$ cat config.mk
export PLATFORM = sky130hd
export DESIGN_NAME = quiet_detect_bank
export DESIGN_NICKNAME = d
export VERILOG_FILES = /design/src/quiet_cfg_pkg.sv /design/src/quiet_detect_bank.sv
export SDC_FILE = /design/constraint.sdc
export NUM_CORES = 1
export LEC_CHECK = 0
export ABC_CLOCK_PERIOD_IN_PS = 15200
export BUFFER_PORTS_ARGS = -buffer_cell sky130_fd_sc_hd__buf_2
export CAP_MARGIN = 15
export CORE_MARGIN = 5
export CORE_UTILIZATION = 45
export DETAILED_ROUTE_END_ITERATION = 16
export PLACE_DENSITY = 0.69
export SLEW_MARGIN = 20
export SYNTH_ARGS = -nofsm -noshare
export SYNTH_HDL_FRONTEND = slang
export SYNTH_SLANG_ARGS = --single-unit
$ cat constraint.sdc
create_clock -name clk -period 15.2 [get_ports clk]
set_input_delay 2.28 -clock clk [delete_from_list [all_inputs] [get_ports clk]]
set_output_delay 2.28 -clock clk [all_outputs]
set_load 0.05 [all_outputs]
$ cat src/quiet_cfg_pkg.sv
// Purpose: Constants for the inactivity detector register bank
// Assumes: 20 MHz core clock, byte-wide register port
// Notes:   Times are given in ns, cycle counts derived from them
package quiet_cfg_pkg;

  // ****************************************
  // Register offsets
  // ****************************************
  localparam logic [7:0] OFS_LIMIT_X_HIGH = 8'h2A;
  localparam logic [7:0] OFS_LIMIT_X_LOW  = 8'h2B;
  localparam logic [7:0] OFS_LIMIT_Y_HIGH = 8'h2C;
  localparam logic [7:0] OFS_LIMIT_Y_LOW  = 8'h2D;
  localparam logic [7:0] OFS_LIMIT_Z_HIGH = 8'h2E;
  localparam logic [7:0] OFS_LIMIT_Z_LOW  = 8'h2F;
  localparam logic [7:0] OFS_TIME_HIGH    = 8'h30;
  localparam logic [7:0] OFS_TIME_LOW     = 8'h31;
  localparam logic [7:0] OFS_WARN_X_HIGH  = 8'h32;
  localparam logic [7:0] OFS_WARN_X_LOW   = 8'h33;

  // ****************************************
  // Fields and reset values
  // ****************************************
  localparam int         POS_AXIS_ENABLE = 0;
  localparam int         POS_REF_SELECT  = 1;
  localparam int         POS_LOW_BITS    = 5;
  localparam logic [7:0] MASK_X_LOW      = 8'hE3;
  localparam logic [7:0] MASK_YZ_LOW     = 8'hE1;
  localparam logic [7:0] MASK_WARN_LOW   = 8'hE0;
  localparam logic [7:0] REG_RESET       = 8'h00;

  // ****************************************
  // Timing
  // ****************************************
  localparam int CLK_PERIOD_NS     = 50;
  localparam int CODE_SLOW_NS      = 32500000;
  localparam int CODE_FAST_NS      = 16250000;
  localparam int CODE_SLOW_CYCLES  = CODE_SLOW_NS / CLK_PERIOD_NS;
  localparam int CODE_FAST_CYCLES  = CODE_FAST_NS / CLK_PERIOD_NS;

  typedef enum logic [1:0] {PH_IDLE, PH_TIMING, PH_QUIET} phase_e;

endpackage

$ cat src/quiet_detect_bank.sv
// Purpose: Inactivity detector configuration and timer
// Assumes: Samples and port strobes synchronous to clk
// Notes:   Read data appears one cycle after rd_en
`timescale 1ns/1ps

module quiet_detect_bank #(
  parameter int SLOW_CYCLES = quiet_cfg_pkg::CODE_SLOW_CYCLES,
  parameter int FAST_CYCLES = quiet_cfg_pkg::CODE_FAST_CYCLES
) (
  // Clock and reset
  input  wire logic        clk,
  input  wire logic        arst_n,
  // Register port
  input  wire logic        wr_en,
  input  wire logic        rd_en,
  input  wire logic [7:0]  addr,
  input  wire logic [7:0]  wr_data,
  output logic      [7:0]  rd_data,
  // Acceleration samples
  input  wire logic        sample_valid,
  input  wire logic [11:0] sample_x,
  input  wire logic [11:0] sample_y,
  input  wire logic [11:0] sample_z,
  input  wire logic        output_sample_rate_fast,
  // Detector outputs
  output logic             quiet_detect,
  output logic             motion_warning_detect
);

  // ****************************************
  // State
  // ****************************************
  typedef struct packed {
    logic [7:0]            lim_x_hi;
    logic [7:0]            lim_x_lo;
    logic [7:0]            lim_y_hi;
    logic [7:0]            lim_y_lo;
    logic [7:0]            lim_z_hi;
    logic [7:0]            lim_z_lo;
    logic [7:0]            dur_hi;
    logic [7:0]            dur_lo;
    logic [7:0]            warn_hi;
    logic [7:0]            warn_lo;
    logic [19:0]           tick;
    logic [15:0]           codes;
    quiet_cfg_pkg::phase_e phase;
    logic [11:0]           ref_x;
    logic [11:0]           ref_y;
    logic [11:0]           ref_z;
    logic                  quiet;
    logic                  warn;
    logic [7:0]            rd_data;
  } state_s;

  state_s st;
  state_s next_st;

  // ****************************************
  // Helpers
  // ****************************************
  function automatic logic [11:0] mag13(input logic [12:0] v);
    mag13 = v[12] ? 12'(-v) : v[11:0];
  endfunction

  function automatic logic below(input logic [11:0] s, input logic [11:0] r,
                                 input logic rsel, input logic [10:0] lim);
    logic [12:0] d;
    d = rsel ? ({s[11], s} - {r[11], r}) : {s[11], s};
    below = mag13(d) < {1'b0, lim};
  endfunction

  function automatic logic [10:0] limit_of(input logic [7:0] hi, input logic [7:0] lo);
    limit_of = {hi, lo[7:quiet_cfg_pkg::POS_LOW_BITS]};
  endfunction

  logic [10:0] quiet_limit_x;
  logic [10:0] quiet_limit_y;
  logic [10:0] quiet_limit_z;
  logic [10:0] motion_warning_limit_x;
  logic [15:0] quiet_duration_value;
  logic        quiet_referenced_select;
  logic        quiet_axis_x_enable;
  logic        quiet_axis_y_enable;
  logic        quiet_axis_z_enable;
  logic        any_enabled;
  logic        all_quiet;
  logic [19:0] period;

  assign quiet_limit_x           = limit_of(st.lim_x_hi, st.lim_x_lo);
  assign quiet_limit_y           = limit_of(st.lim_y_hi, st.lim_y_lo);
  assign quiet_limit_z           = limit_of(st.lim_z_hi, st.lim_z_lo);
  assign motion_warning_limit_x  = limit_of(st.warn_hi, st.warn_lo);
  assign quiet_duration_value    = {st.dur_hi, st.dur_lo};
  assign quiet_referenced_select = st.lim_x_lo[quiet_cfg_pkg::POS_REF_SELECT];
  assign quiet_axis_x_enable     = st.lim_x_lo[quiet_cfg_pkg::POS_AXIS_ENABLE];
  assign quiet_axis_y_enable     = st.lim_y_lo[quiet_cfg_pkg::POS_AXIS_ENABLE];
  assign quiet_axis_z_enable     = st.lim_z_lo[quiet_cfg_pkg::POS_AXIS_ENABLE];
  assign any_enabled = quiet_axis_x_enable | quiet_axis_y_enable | quiet_axis_z_enable;
  assign all_quiet =
    (!quiet_axis_x_enable | below(sample_x, st.ref_x, quiet_referenced_select, quiet_limit_x)) &
    (!quiet_axis_y_enable | below(sample_y, st.ref_y, quiet_referenced_select, quiet_limit_y)) &
    (!quiet_axis_z_enable | below(sample_z, st.ref_z, quiet_referenced_select, quiet_limit_z));
  assign period = output_sample_rate_fast ? 20'(FAST_CYCLES) : 20'(SLOW_CYCLES);

  // ****************************************
  // Next state
  // ****************************************
  always_comb begin
    next_st = st;
    // Register writes, reserved bits held at zero
    if (wr_en) begin
      unique case (addr)
        quiet_cfg_pkg::OFS_LIMIT_X_HIGH: next_st.lim_x_hi = wr_data;
        quiet_cfg_pkg::OFS_LIMIT_X_LOW:  next_st.lim_x_lo = wr_data & quiet_cfg_pkg::MASK_X_LOW;
        quiet_cfg_pkg::OFS_LIMIT_Y_HIGH: next_st.lim_y_hi = wr_data;
        quiet_cfg_pkg::OFS_LIMIT_Y_LOW:  next_st.lim_y_lo = wr_data & quiet_cfg_pkg::MASK_YZ_LOW;
        quiet_cfg_pkg::OFS_LIMIT_Z_HIGH: next_st.lim_z_hi = wr_data;
        quiet_cfg_pkg::OFS_LIMIT_Z_LOW:  next_st.lim_z_lo = wr_data & quiet_cfg_pkg::MASK_YZ_LOW;
        quiet_cfg_pkg::OFS_TIME_HIGH:    next_st.dur_hi   = wr_data;
        quiet_cfg_pkg::OFS_TIME_LOW:     next_st.dur_lo   = wr_data;
        quiet_cfg_pkg::OFS_WARN_X_HIGH:  next_st.warn_hi  = wr_data;
        quiet_cfg_pkg::OFS_WARN_X_LOW:   next_st.warn_lo  = wr_data & quiet_cfg_pkg::MASK_WARN_LOW;
        default: ;
      endcase
    end
    // Register reads, unmapped offsets give zero
    if (rd_en) begin
      unique case (addr)
        quiet_cfg_pkg::OFS_LIMIT_X_HIGH: next_st.rd_data = st.lim_x_hi;
        quiet_cfg_pkg::OFS_LIMIT_X_LOW:  next_st.rd_data = st.lim_x_lo;
        quiet_cfg_pkg::OFS_LIMIT_Y_HIGH: next_st.rd_data = st.lim_y_hi;
        quiet_cfg_pkg::OFS_LIMIT_Y_LOW:  next_st.rd_data = st.lim_y_lo;
        quiet_cfg_pkg::OFS_LIMIT_Z_HIGH: next_st.rd_data = st.lim_z_hi;
        quiet_cfg_pkg::OFS_LIMIT_Z_LOW:  next_st.rd_data = st.lim_z_lo;
        quiet_cfg_pkg::OFS_TIME_HIGH:    next_st.rd_data = st.dur_hi;
        quiet_cfg_pkg::OFS_TIME_LOW:     next_st.rd_data = st.dur_lo;
        quiet_cfg_pkg::OFS_WARN_X_HIGH:  next_st.rd_data = st.warn_hi;
        quiet_cfg_pkg::OFS_WARN_X_LOW:   next_st.rd_data = st.warn_lo;
        default:                         next_st.rd_data = quiet_cfg_pkg::REG_RESET;
      endcase
    end
    // Motion warning level, refreshed per sample
    if (sample_valid) begin
      next_st.warn = mag13({sample_x[11], sample_x}) > {1'b0, motion_warning_limit_x};
    end
    // Inactivity timer
    if (!any_enabled) begin
      next_st.phase = quiet_cfg_pkg::PH_IDLE;
      next_st.quiet = 1'b0;
      next_st.tick  = 20'h00000;
      next_st.codes = 16'h0000;
    end else if (sample_valid && (st.phase == quiet_cfg_pkg::PH_IDLE || !all_quiet)) begin
      // Restart and take a new reference baseline
      next_st.phase = quiet_cfg_pkg::PH_TIMING;
      next_st.quiet = 1'b0;
      next_st.tick  = 20'h00000;
      next_st.codes = 16'h0000;
      next_st.ref_x = sample_x;
      next_st.ref_y = sample_y;
      next_st.ref_z = sample_z;
    end else if (st.phase == quiet_cfg_pkg::PH_TIMING) begin
      if (st.codes >= quiet_duration_value) begin
        next_st.phase = quiet_cfg_pkg::PH_QUIET;
        next_st.quiet = 1'b1;
      end else if (st.tick >= period - 20'h00001) begin
        next_st.tick  = 20'h00000;
        next_st.codes = st.codes + 16'h0001;
      end else begin
        next_st.tick = st.tick + 20'h00001;
      end
    end
  end

  // ****************************************
  // Registers
  // ****************************************
  always_ff @(posedge clk or negedge arst_n) begin
    if (!arst_n) begin
      st <= '0;
    end else begin
      st <= next_st;
    end
  end

  assign rd_data               = st.rd_data;
  assign quiet_detect          = st.quiet;
  assign motion_warning_detect = st.warn;
endmodule

==> impl_metrics.yaml, run 1 <==
setup_path:
  path_max_fanout: 37
  crit_required_ps: 15520
  end_kind: "flop"
  rrSetupSlack_ps: 8870
  r2r-end: "st[20]"
  reg2regPathDepth: 21
  endpoint: "st[20]"
  crit_start: "sample_x[0]"
  arrival_ps: 8310
  cp-start-kind: "primary input"
  reg2reg_from: "st[34]"
  crit_type: "in -> reg"
timing:
  rsz0062_at_grt: "no"
  finalClockSkew_ps: 10.7
  layout_min_cycle_time_ps: 7990
  relSlewSlack: 0.268
  timing.hold.ws_ps: 491
  final.setup.worst_slack_ps: 7210
  finalSetupViolations: 0
  finalHoldViolations: 0
  finalCritPeriodShare: 0.525
  fmaxAchievable_mhz: 125
  setup_tns_ps: 0
  finalMaxSlewViolations: 0
  tightestPinTransition_ps: 1100
detailed_routing:
  vias: 9880
  routed_wl_um: 29900
  drt_iter0_markers: 639
  wl_per_cell_um: 17.5
  viasPerCell: 5.77
  drc: 0
  first_pass_iters: 5
  drtAntennaViolNets: 0
power:
  power.total_w: 0.00151
  internal-power_w: 0.000959
  clkPwrFrac: 0.294
  seqPwrFrac: 0.318
  p_leak_nw: 5.88
  power_density_nw_per_um2: 117
  p_switching_w: 0.000556
  swShare: 0.367
  combPwrFrac: 0.388
  ir_drop_mv: 0.0722
floorplan:
  core_area_um2: 26000
  dieArea_um2: 29600
  io_pins: 68
  die_h_um: 172
  start_util: 0.455
  die_w_um: 172
  row_count: 59
final_layout:
  area_delta_synth_final_pct: 9.83
  layout-drive-gt1-share: 0.137
  finalNetCount: 1530
  nFillCells: 2478
status:
  status: "finished clean"
logic_synthesis:
  yosys_warnings: 0
  netlist.top_cell.by_area: "dfrtp_1"
  synth.most_common_cell: "dfrtp_1"
  yosysSeqAreaShare: 0.311
  synth_edf_count: 0
  yosys-top-cells-area: "dfrtp_1 (31%), ha_1 (11%), mux2_2 (5.3%), inv_1 (4.0%), nand2_1 (3.6%)"
  synthArstFlopShare: 1.00
  yosys-top-cells-count: "dfrtp_1 (147), inv_1 (127), nand2_1 (113), ha_1 (108), nor2_1 (81)"
  synth-seq-cells: 147
  synth_top_flop_cell: "dfrtp_1"
  yosys.area.top_type_share: 0.311
  mappedNetlistArea_um2: 11800
  syn_area_per_cell_um2: 8.89
  ys_types: 82
  synthCells: 1330
  syn_nets: 1499
place:
  dp_slack_ps: 6750
  dp_hpwl_um: 21900
  io_buffers: 67
  place.gp.congestion: 0.864
flow_run:
  maxCapViolations: 0
clock_tree:
  cts_root_buf: "clkbuf_16"
  clkSinkCount: 147
  cts_tree: "built"
  clk_latency_ps: 440
  cts_inserted_buffers: 17
  hold_buffers: 0
  cts_buffer_depth: 2
  clk_pin_slew_ps: 60
  cts.repair.resized: 0
  postCtsSetupBuffers: 0
  htreeDepth: 4
grt:
  grt_antenna_before_repair: 4
  grt_pass1_vias: 9707
  grt_usage: 0.207
  grt_overflow_total: 0
  grt_max_degree: 88
  grt_pass1_wl_um: 49600
min_path:
  hold_class: "reg -> reg"
metal layers:
layer  up-vias  track usage  wire, um
met5         -            0        19
met4         4       0.0684       599
met3        46       0.0348      1490
met2       261        0.320     13600
met1      4713        0.294     14200
li1       4856            -         -
power groups by stage:
stage	Clock [W]	Sequential, W	Combinational (W)
floorplan	0	0.000479	0.000460
CTS	0.000449	0.000482	0.000584
global placement	0	0.000487	0.000566
finish	0.000445	0.000482	0.000588
detailed placement	0	0.000489	0.000581
global route	0.000466	0.000490	0.000662
placed cells by master (no fill, tap or decap), drive strengths merged, types with 13 or more instances in the layout:
cell type,n
dfrtp,147
inv,132
nand2,113
ha,108
nor2,81
mux2,79
buf,73
o21ai,66
a21oi,61
xnor2,42
mux2i,41
nor3,36
nand3,30
nand4,30
or3,24
a21o,22
clkbuf,20
xor2,19
o21a,18
and3,15
nand2b,14
nor2b,13
worst max-delay path: stages:
cell	delay, ps
buf_2	100
inv_1	100
ha_1	240
fa_1	400
xnor2_1	140
mux2i_1	280
nand3_1	140
or2_0	230
or4b_1	530
o31ai_1	290
xor2_1	190
ha_1	260
a211oi_1	280
a22oi_1	110
a21oi_1	160
a31oi_1	50
a21o_1	170
a221oi_1	280
o22ai_1	170
nor3_4	170
buf_4	350
or2_2	920
mux2_2	420
cell families after synthesis:
group                    Yosys count  synth area share
AND/OR/NAND/NOR                  405             0.175
multiplexers                     125             0.119
flip-flops                       147             0.311
adder cells (fa/ha/maj)          111             0.119
AO/OA/AOI/OAI                    292             0.165
buffers and inverters            189            0.0652
XOR/XNOR                          61            0.0452
stage by stage:
| step | util | instances | area (um^2) |
|---|---|---|---|
| final | 0.500 | 1711 | 13000 |
| after global routing | 0.500 | 1711 | 13000 |
| after CTS | 0.499 | 1709 | 13000 |
| after detailed placement | 0.476 | 1677 | 12400 |
| after global placement | 0.476 | 1677 | 12400 |
| after floorplan | - | 1330 | 11800 |
final cells by class:
cell class / count / area [um^2] / share of cell area
multi-input combinational: 994 / 7410 / 0.570
sequential: 147 / 3680 / 0.283
inverter: 128 / 480 / 0.0370
clock buffer: 20 / 467 / 0.0359
tap: 335 / 419 / 0.0323
timing repair buffer: 73 / 387 / 0.0298
clock inverter: 12 / 144 / 0.0111
antenna: 2 / 5.00 / 0.000385
state kept, by name, summed over array words and instances, names as in the netlist, 8 cells and up:
register and flops:
motion_warning_limit_x 11, quiet_duration_value 16, quiet_limit_x 11, quiet_limit_y 11, quiet_limit_z 11, rd_data 8
st 74
worst min path at each step:
stage             end  slack, ps    from  cells after the start
5_1_grt        st[33]        510  st[33]                      1
6_report       st[30]        490  st[30]                      1
3_5_place_dp   st[30]        480  st[30]                      1
3_3_place_gp   st[27]        470  st[27]                      1
4_1_cts        st[25]        500  st[25]                      1
2_1_floorplan  st[12]        460  st[12]                      1
(Power assumes the default switching activity.)
==> run 2, diff against run 1 <==
- ABC_CLOCK_PERIOD_IN_PS: 15200 -> 8300
- clock period: 15.2 -> 8.3 ns (I/O delays scaled with it)
==> run 2 against run 1 <==
Against the previous run:
- critical path depth decreased by 1
- highest routed layer unchanged
- count of clock-buffer cells in the layout unchanged
- cell count unchanged
- cell area decreased by 0.27%
==> impl_metrics.yaml, run 2 (synthesis results as in run 1) <==
setup_path:
  crit_family: "simple AND/OR/NAND/NOR gates"
  crit_path_max_incr_delay_ps: 740
  r2r-end: "st[73]"
  reg2reg_from: "st[34]"
  reg2regPathDepth: 20
  crit_required_ps: 8660
  worst-path-buf-inv: 2
  arrival_ps: 6840
  cp_slowest_cell: "or4_4"
  crit_start: "sample_x[0]"
  endpoint: "st[73]"
  path_max_fanout: 41
  end_kind: "flop"
  worst-path-stages: 22
  crit_type: "in -> reg"
  crit_chain: "buf_2 -> inv_1 -> ha_1 -> fa_1 -> xnor2_1 -> mux2i_1 -> nand3_1 -> or2_0 -> or4b_1 -> o31ai_1 -> xor2_1 -> ha_1 -> a211oi_1 -> a22oi_1 -> a21oi_1 -> a31oi_1 -> a21o_1 -> a221oi_1 -> o22ai_1 -> or4_4 -> or3_1 -> mux2i_1"
  rrSetupSlack_ps: 2440
  cp-start-kind: "primary input"
timing:
  finalSetupViolations: 0
  fmaxAchievable_mhz: 154
  rsz0062_at_grt: "no"
  tightestPinTransition_ps: 1040
  finalHoldViolations: 0
  layout_min_cycle_time_ps: 6480
  finalCritPeriodShare: 0.781
  timing.hold.ws_ps: 491
  relSlewSlack: 0.306
  finalMaxSlewViolations: 0
  finalClockSkew_ps: 13.8
  setup_tns_ps: 0
floorplan:
  die_h_um: 172
  core_area_um2: 26000
  start_util: 0.455
  row_count: 59
  dieArea_um2: 29600
  die_w_um: 172
  io_pins: 68
clock_tree:
  cts_buffer_depth: 2
  hold_buffers: 0
  cts_inserted_buffers: 17
  clkSinkCount: 147
  cts_root_buf: "clkbuf_16"
  cts.repair.resized: 0
  clk_latency_ps: 440
  postCtsSetupBuffers: 0
  htreeDepth: 4
  cts_tree: "built"
  clk_pin_slew_ps: 70
final_layout:
  area_delta_synth_final_pct: 9.53
  mostFrequentLayoutCell: "dfrtp_1"
  largest_register_ffs: 74
  finalNetCount: 1530
  top_register: "st"
  layout-drive-gt1-share: 0.135
  most-common-layout-cells: "dfrtp_1 (146), inv_1 (127), nand2_1 (113)"
  final_area_um2: 13000
  instances_no_fill: 1711
grt:
  grt_usage: 0.206
  grt_pass1_vias: 9641
  grt_max_degree: 78
  grt_overflow_total: 0
  grt_pass1_wl_um: 49300
  grt_antenna_before_repair: 3
min_path:
  hold_class: "reg -> reg"
power:
  power.total_w: 0.00273
  power_density_nw_per_um2: 211
  ir_drop_mv: 0.129
  p_leak_nw: 5.86
detailed_routing:
  routed_wl_um: 30000
  viasPerCell: 5.82
  first_pass_iters: 7
  wl_per_cell_um: 17.6
  drt_iter0_markers: 785
  drc: 0
  vias: 9965
  drtAntennaViolNets: 0
place:
  placed_cells: 1677
  io_buffers: 67
  place.gp.congestion: 0.850
  place_area_um2: 12400
  dp_hpwl_um: 22100
flow_run:
  maxCapViolations: 0
status:
  status: "finished clean"
==> run 2: metrics by stage <==
| stage | util | setup WS, ps |
|---|---|---|
| floorplan | - | 2210 |
| global placement | 0.476 | 1710 |
| detailed placement | 0.476 | 1400 |
| CTS | 0.498 | 1850 |
| global route | 0.498 | 1340 |
| finish | 0.498 | 1820 |
==> run 2: area by class of cell <==
cell class | count | area [um^2]
fill | 2469 | 13000
multi-input combinational | 994 | 7410
sequential | 147 | 3680
inverter | 128 | 480
clock buffer | 20 | 447
tap | 335 | 419
timing repair buffer | 73 | 387
clock inverter | 12 | 120
antenna | 2 | 5.00
==> run 2: worst reg2reg max path, delay by kind of cell (launching register included) <==
kind            cells  cell delay, ps
xor+xnor            2             320
simple gates        5            2100
mux                 2             440
flops               1             410
compound gates      8            1610
fa+ha+maj           3             900
==> run 2: worst min path at each step <==
stage	start	endpoint	slack [ps]	depth (start not counted)
floorplan	st[12]	st[12]	460	1
global placement	st[44]	st[44]	470	1
detailed placement	st[26]	st[26]	480	1
CTS	st[28]	st[28]	500	1
global route	st[39]	st[39]	510	1
finish	st[26]	st[26]	490	1
==> run 2: where the power goes <==
group | switching (W) | leakage (nW) | internal, W
clock | 0.000335 | 0.272 | 0.000426
combinational | 0.000621 | 3.71 | 0.000462
sequential | 0.0000600 | 1.88 | 0.000822
total | 0.00102 | 5.86 | 0.00171
==> run 2: per-layer routing <==
metal,share of wire,track usage
met1,0.47,0.291
met2,0.45,0.325
met3,0.053,0.0364
met4,0.022,0.0612
met5,0.00037,0
==> run 3, diff against run 2 <==
- ABC_AREA: unset -> 1
- ABC_CLOCK_PERIOD_IN_PS: 8300 -> 5600
- PLACE_DENSITY: 0.69 -> 0.71
- clock period: 8.3 -> 5.6 ns (I/O delays scaled with it)
==> run 3 against run 2 <==
Against the previous run:
- count of clock-buffer cells in the layout fell by 2
- cell count rose by 30%
- via count rose by 18%
- power rose by 58%
- combinational power rose by 68%
- clock power rose by 60%
- synthesized cell count rose by 34%
- hold slack got worse by 9.1 ps
- utilization fell by 0.20 points
- critical endpoint is now st[75]
==> impl_metrics.yaml, run 3 <==
grt:
  grtUsageMet1: 0.288
  top_usage_layer: "met2"
  grt_max_degree: 99
  grt_overflow_total: 0
  grt_use_met2: 0.341
  grt_pass1_vias: 10991
  grt_antenna_before_repair: 1
  gr-usage-met3: 0.0362
  grt_pass1_wl_um: 53700
  grt_usage: 0.210
timing:
  finalMaxSlewViolations: 0
  relSlewSlack: 0.343
  layout_min_cycle_time_ps: 4730
  timing.hold.ws_ps: 482
  final.setup.worst_slack_ps: 873
  finalSetupViolations: 0
  finalHoldViolations: 0
  finalCritPeriodShare: 0.844
  finalClockSkew_ps: 10.7
  fmaxAchievable_mhz: 212
  rsz0062_at_grt: "no"
  setup_tns_ps: 0
  tightestPinTransition_ps: 986
power:
  combPwrFrac: 0.420
  p_switching_w: 0.00172
  p_leak_nw: 6.84
  swShare: 0.398
  seqPwrFrac: 0.298
  internal-power_w: 0.00260
  power_density_nw_per_um2: 315
  ir_drop_mv: 0.210
  power.total_w: 0.00431
  clkPwrFrac: 0.282
logic_synthesis:
  synth_top_flop_cell: "dfrtp_1"
  ys_types: 54
  mappedNetlistArea_um2: 12500
  yosys-top-cells-area: "dfrtp_1 (30%), nand2_1 (15%), ha_1 (11%), inv_1 (8.5%), nand3_1 (4.2%)"
  syn_area_per_cell_um2: 6.98
  synthArstFlopShare: 1.00
  yosys.area.top_type_share: 0.295
  yosys-top-cells-count: "nand2_1 (485), inv_1 (281), dfrtp_1 (147), nor2_1 (127), ha_1 (108)"
  synth-seq-cells: 147
  syn_nets: 1954
  synth_edf_count: 0
  synth.most_common_cell: "nand2_1"
  yosys_warnings: 0
  synthCells: 1785
  yosysSeqAreaShare: 0.295
  netlist.top_cell.by_area: "dfrtp_1"
clock_tree:
  cts_inserted_buffers: 17
  htreeDepth: 4
  cts_buffer_depth: 2
  clkSinkCount: 147
  clk_pin_slew_ps: 60
  cts_tree: "built"
  postCtsSetupBuffers: 0
  hold_buffers: 0
  cts.repair.resized: 0
  cts_root_buf: "clkbuf_16"
  clk_latency_ps: 430
floorplan:
  die_h_um: 176
  row_count: 61
  io_pins: 68
  die_w_um: 176
  start_util: 0.452
  dieArea_um2: 31100
  core_area_um2: 27600
final_layout:
  finalNetCount: 2003
  area_delta_synth_final_pct: 9.83
  top_register: "st"
  nFillCells: 2696
  seq_area_um2: 3680
  mostFrequentLayoutCell: "nand2_1"
  multi_input_area_um2: 7380
  most-common-layout-cells: "nand2_1 (485), inv_1 (281), dfrtp_1 (146)"
  layout-drive-gt1-share: 0.114
  largest_register_ffs: 74
status:
  status: "finished clean"
setup_path:
  worst-path-buf-inv: 6
  end_kind: "flop"
  crit_family: "simple AND/OR/NAND/NOR gates"
  crit_type: "in -> reg"
  cp_slowest_cell: "fa_1"
  crit_path_max_incr_delay_ps: 400
  crit_required_ps: 5970
  path_max_fanout: 32
  path_common_cell: "nand2_1"
  cp-start-kind: "primary input"
  arrival_ps: 5090
place:
  dp_hpwl_um: 24700
  place.gp.congestion: 0.911
  dp_slack_ps: 411
  io_buffers: 67
detailed_routing:
  first_pass_iters: 6
  routed_wl_um: 32500
  drtAntennaViolNets: 0
  viasPerCell: 5.27
  drt_iter0_markers: 962
  drc: 0
  wl_per_cell_um: 14.6
  vias: 11735
flow_run:
  maxCapViolations: 0
min_path:
  hold_class: "in -> async"
run 3: cell count changes in the layout (fill, tap and decap cells not counted), moves of 29 or more:
cell     before  now
nand2_1     113  485
inv_1       127  281
nand3_1      30  105
mux2_2       56    0
nor2_1       80  127
mux2i_1      41    0
o21ai_0      62  102
xor2_1       19   57
o21ai_2       0   36
xnor2_1      42    9
nand2_2       0   29
run 3: layout make-up:
cell class              count  area share
clock buffers              18      0.0321
clock inverters            14      0.0128
diodes                      1    0.000183
inverters                 287      0.0788
well taps                 378      0.0346
flip-flops and latches    147       0.269
multi-input cells        1301       0.540
repair buffers             80      0.0330
run 3: kinds of logic after synthesis:
group           after synthesis  share of synthesized area
buf+inv                     337                      0.112
compound gates              271                      0.137
simple gates                853                      0.296
xor+xnor                     66                     0.0464
flops                       147                      0.295
fa+ha+maj                   111                      0.113
run 3: per-layer routing:
layer	part of all wire	wire length, um
met5	0	0
met4	0.021	669
met3	0.056	1830
met2	0.46	15000
met1	0.46	15100
run 3: worst paths after layout:
kind / from / endpoint / slack, ps / cells past startpoint
max: sample_y[0] / st[75] / 870 / 34
min: arst_n / quiet_duration_value[10] / 480 / 1
max reg2reg: st[22] / st[75] / 1070 / 32
min reg2reg: quiet_limit_y[6] / quiet_limit_y[6] / 490 / 2
max in group asynchronous: arst_n / quiet_referenced_select / 3880 / 2
min in group clk: quiet_limit_y[6] / quiet_limit_y[6] / 490 / 2
run 3: stage by stage:
stage,area [um^2],std cells,util
after global routing,13700,2226,0.496
final,13700,2226,0.496
after CTS,13700,2225,0.496
after global placement,13100,2193,0.474
after floorplan,12500,1785,-
after detailed placement,13100,2193,0.474
run 3: power by group through the flow:
stage	Combinational (W)	Sequential (W)	Clock (W)
finish	0.00181	0.00128	0.00122
global route	0.00209	0.00130	0.00128
CTS	0.00181	0.00128	0.00123
detailed placement	0.00180	0.00130	0
global placement	0.00175	0.00130	0
floorplan	0.00143	0.00129	0
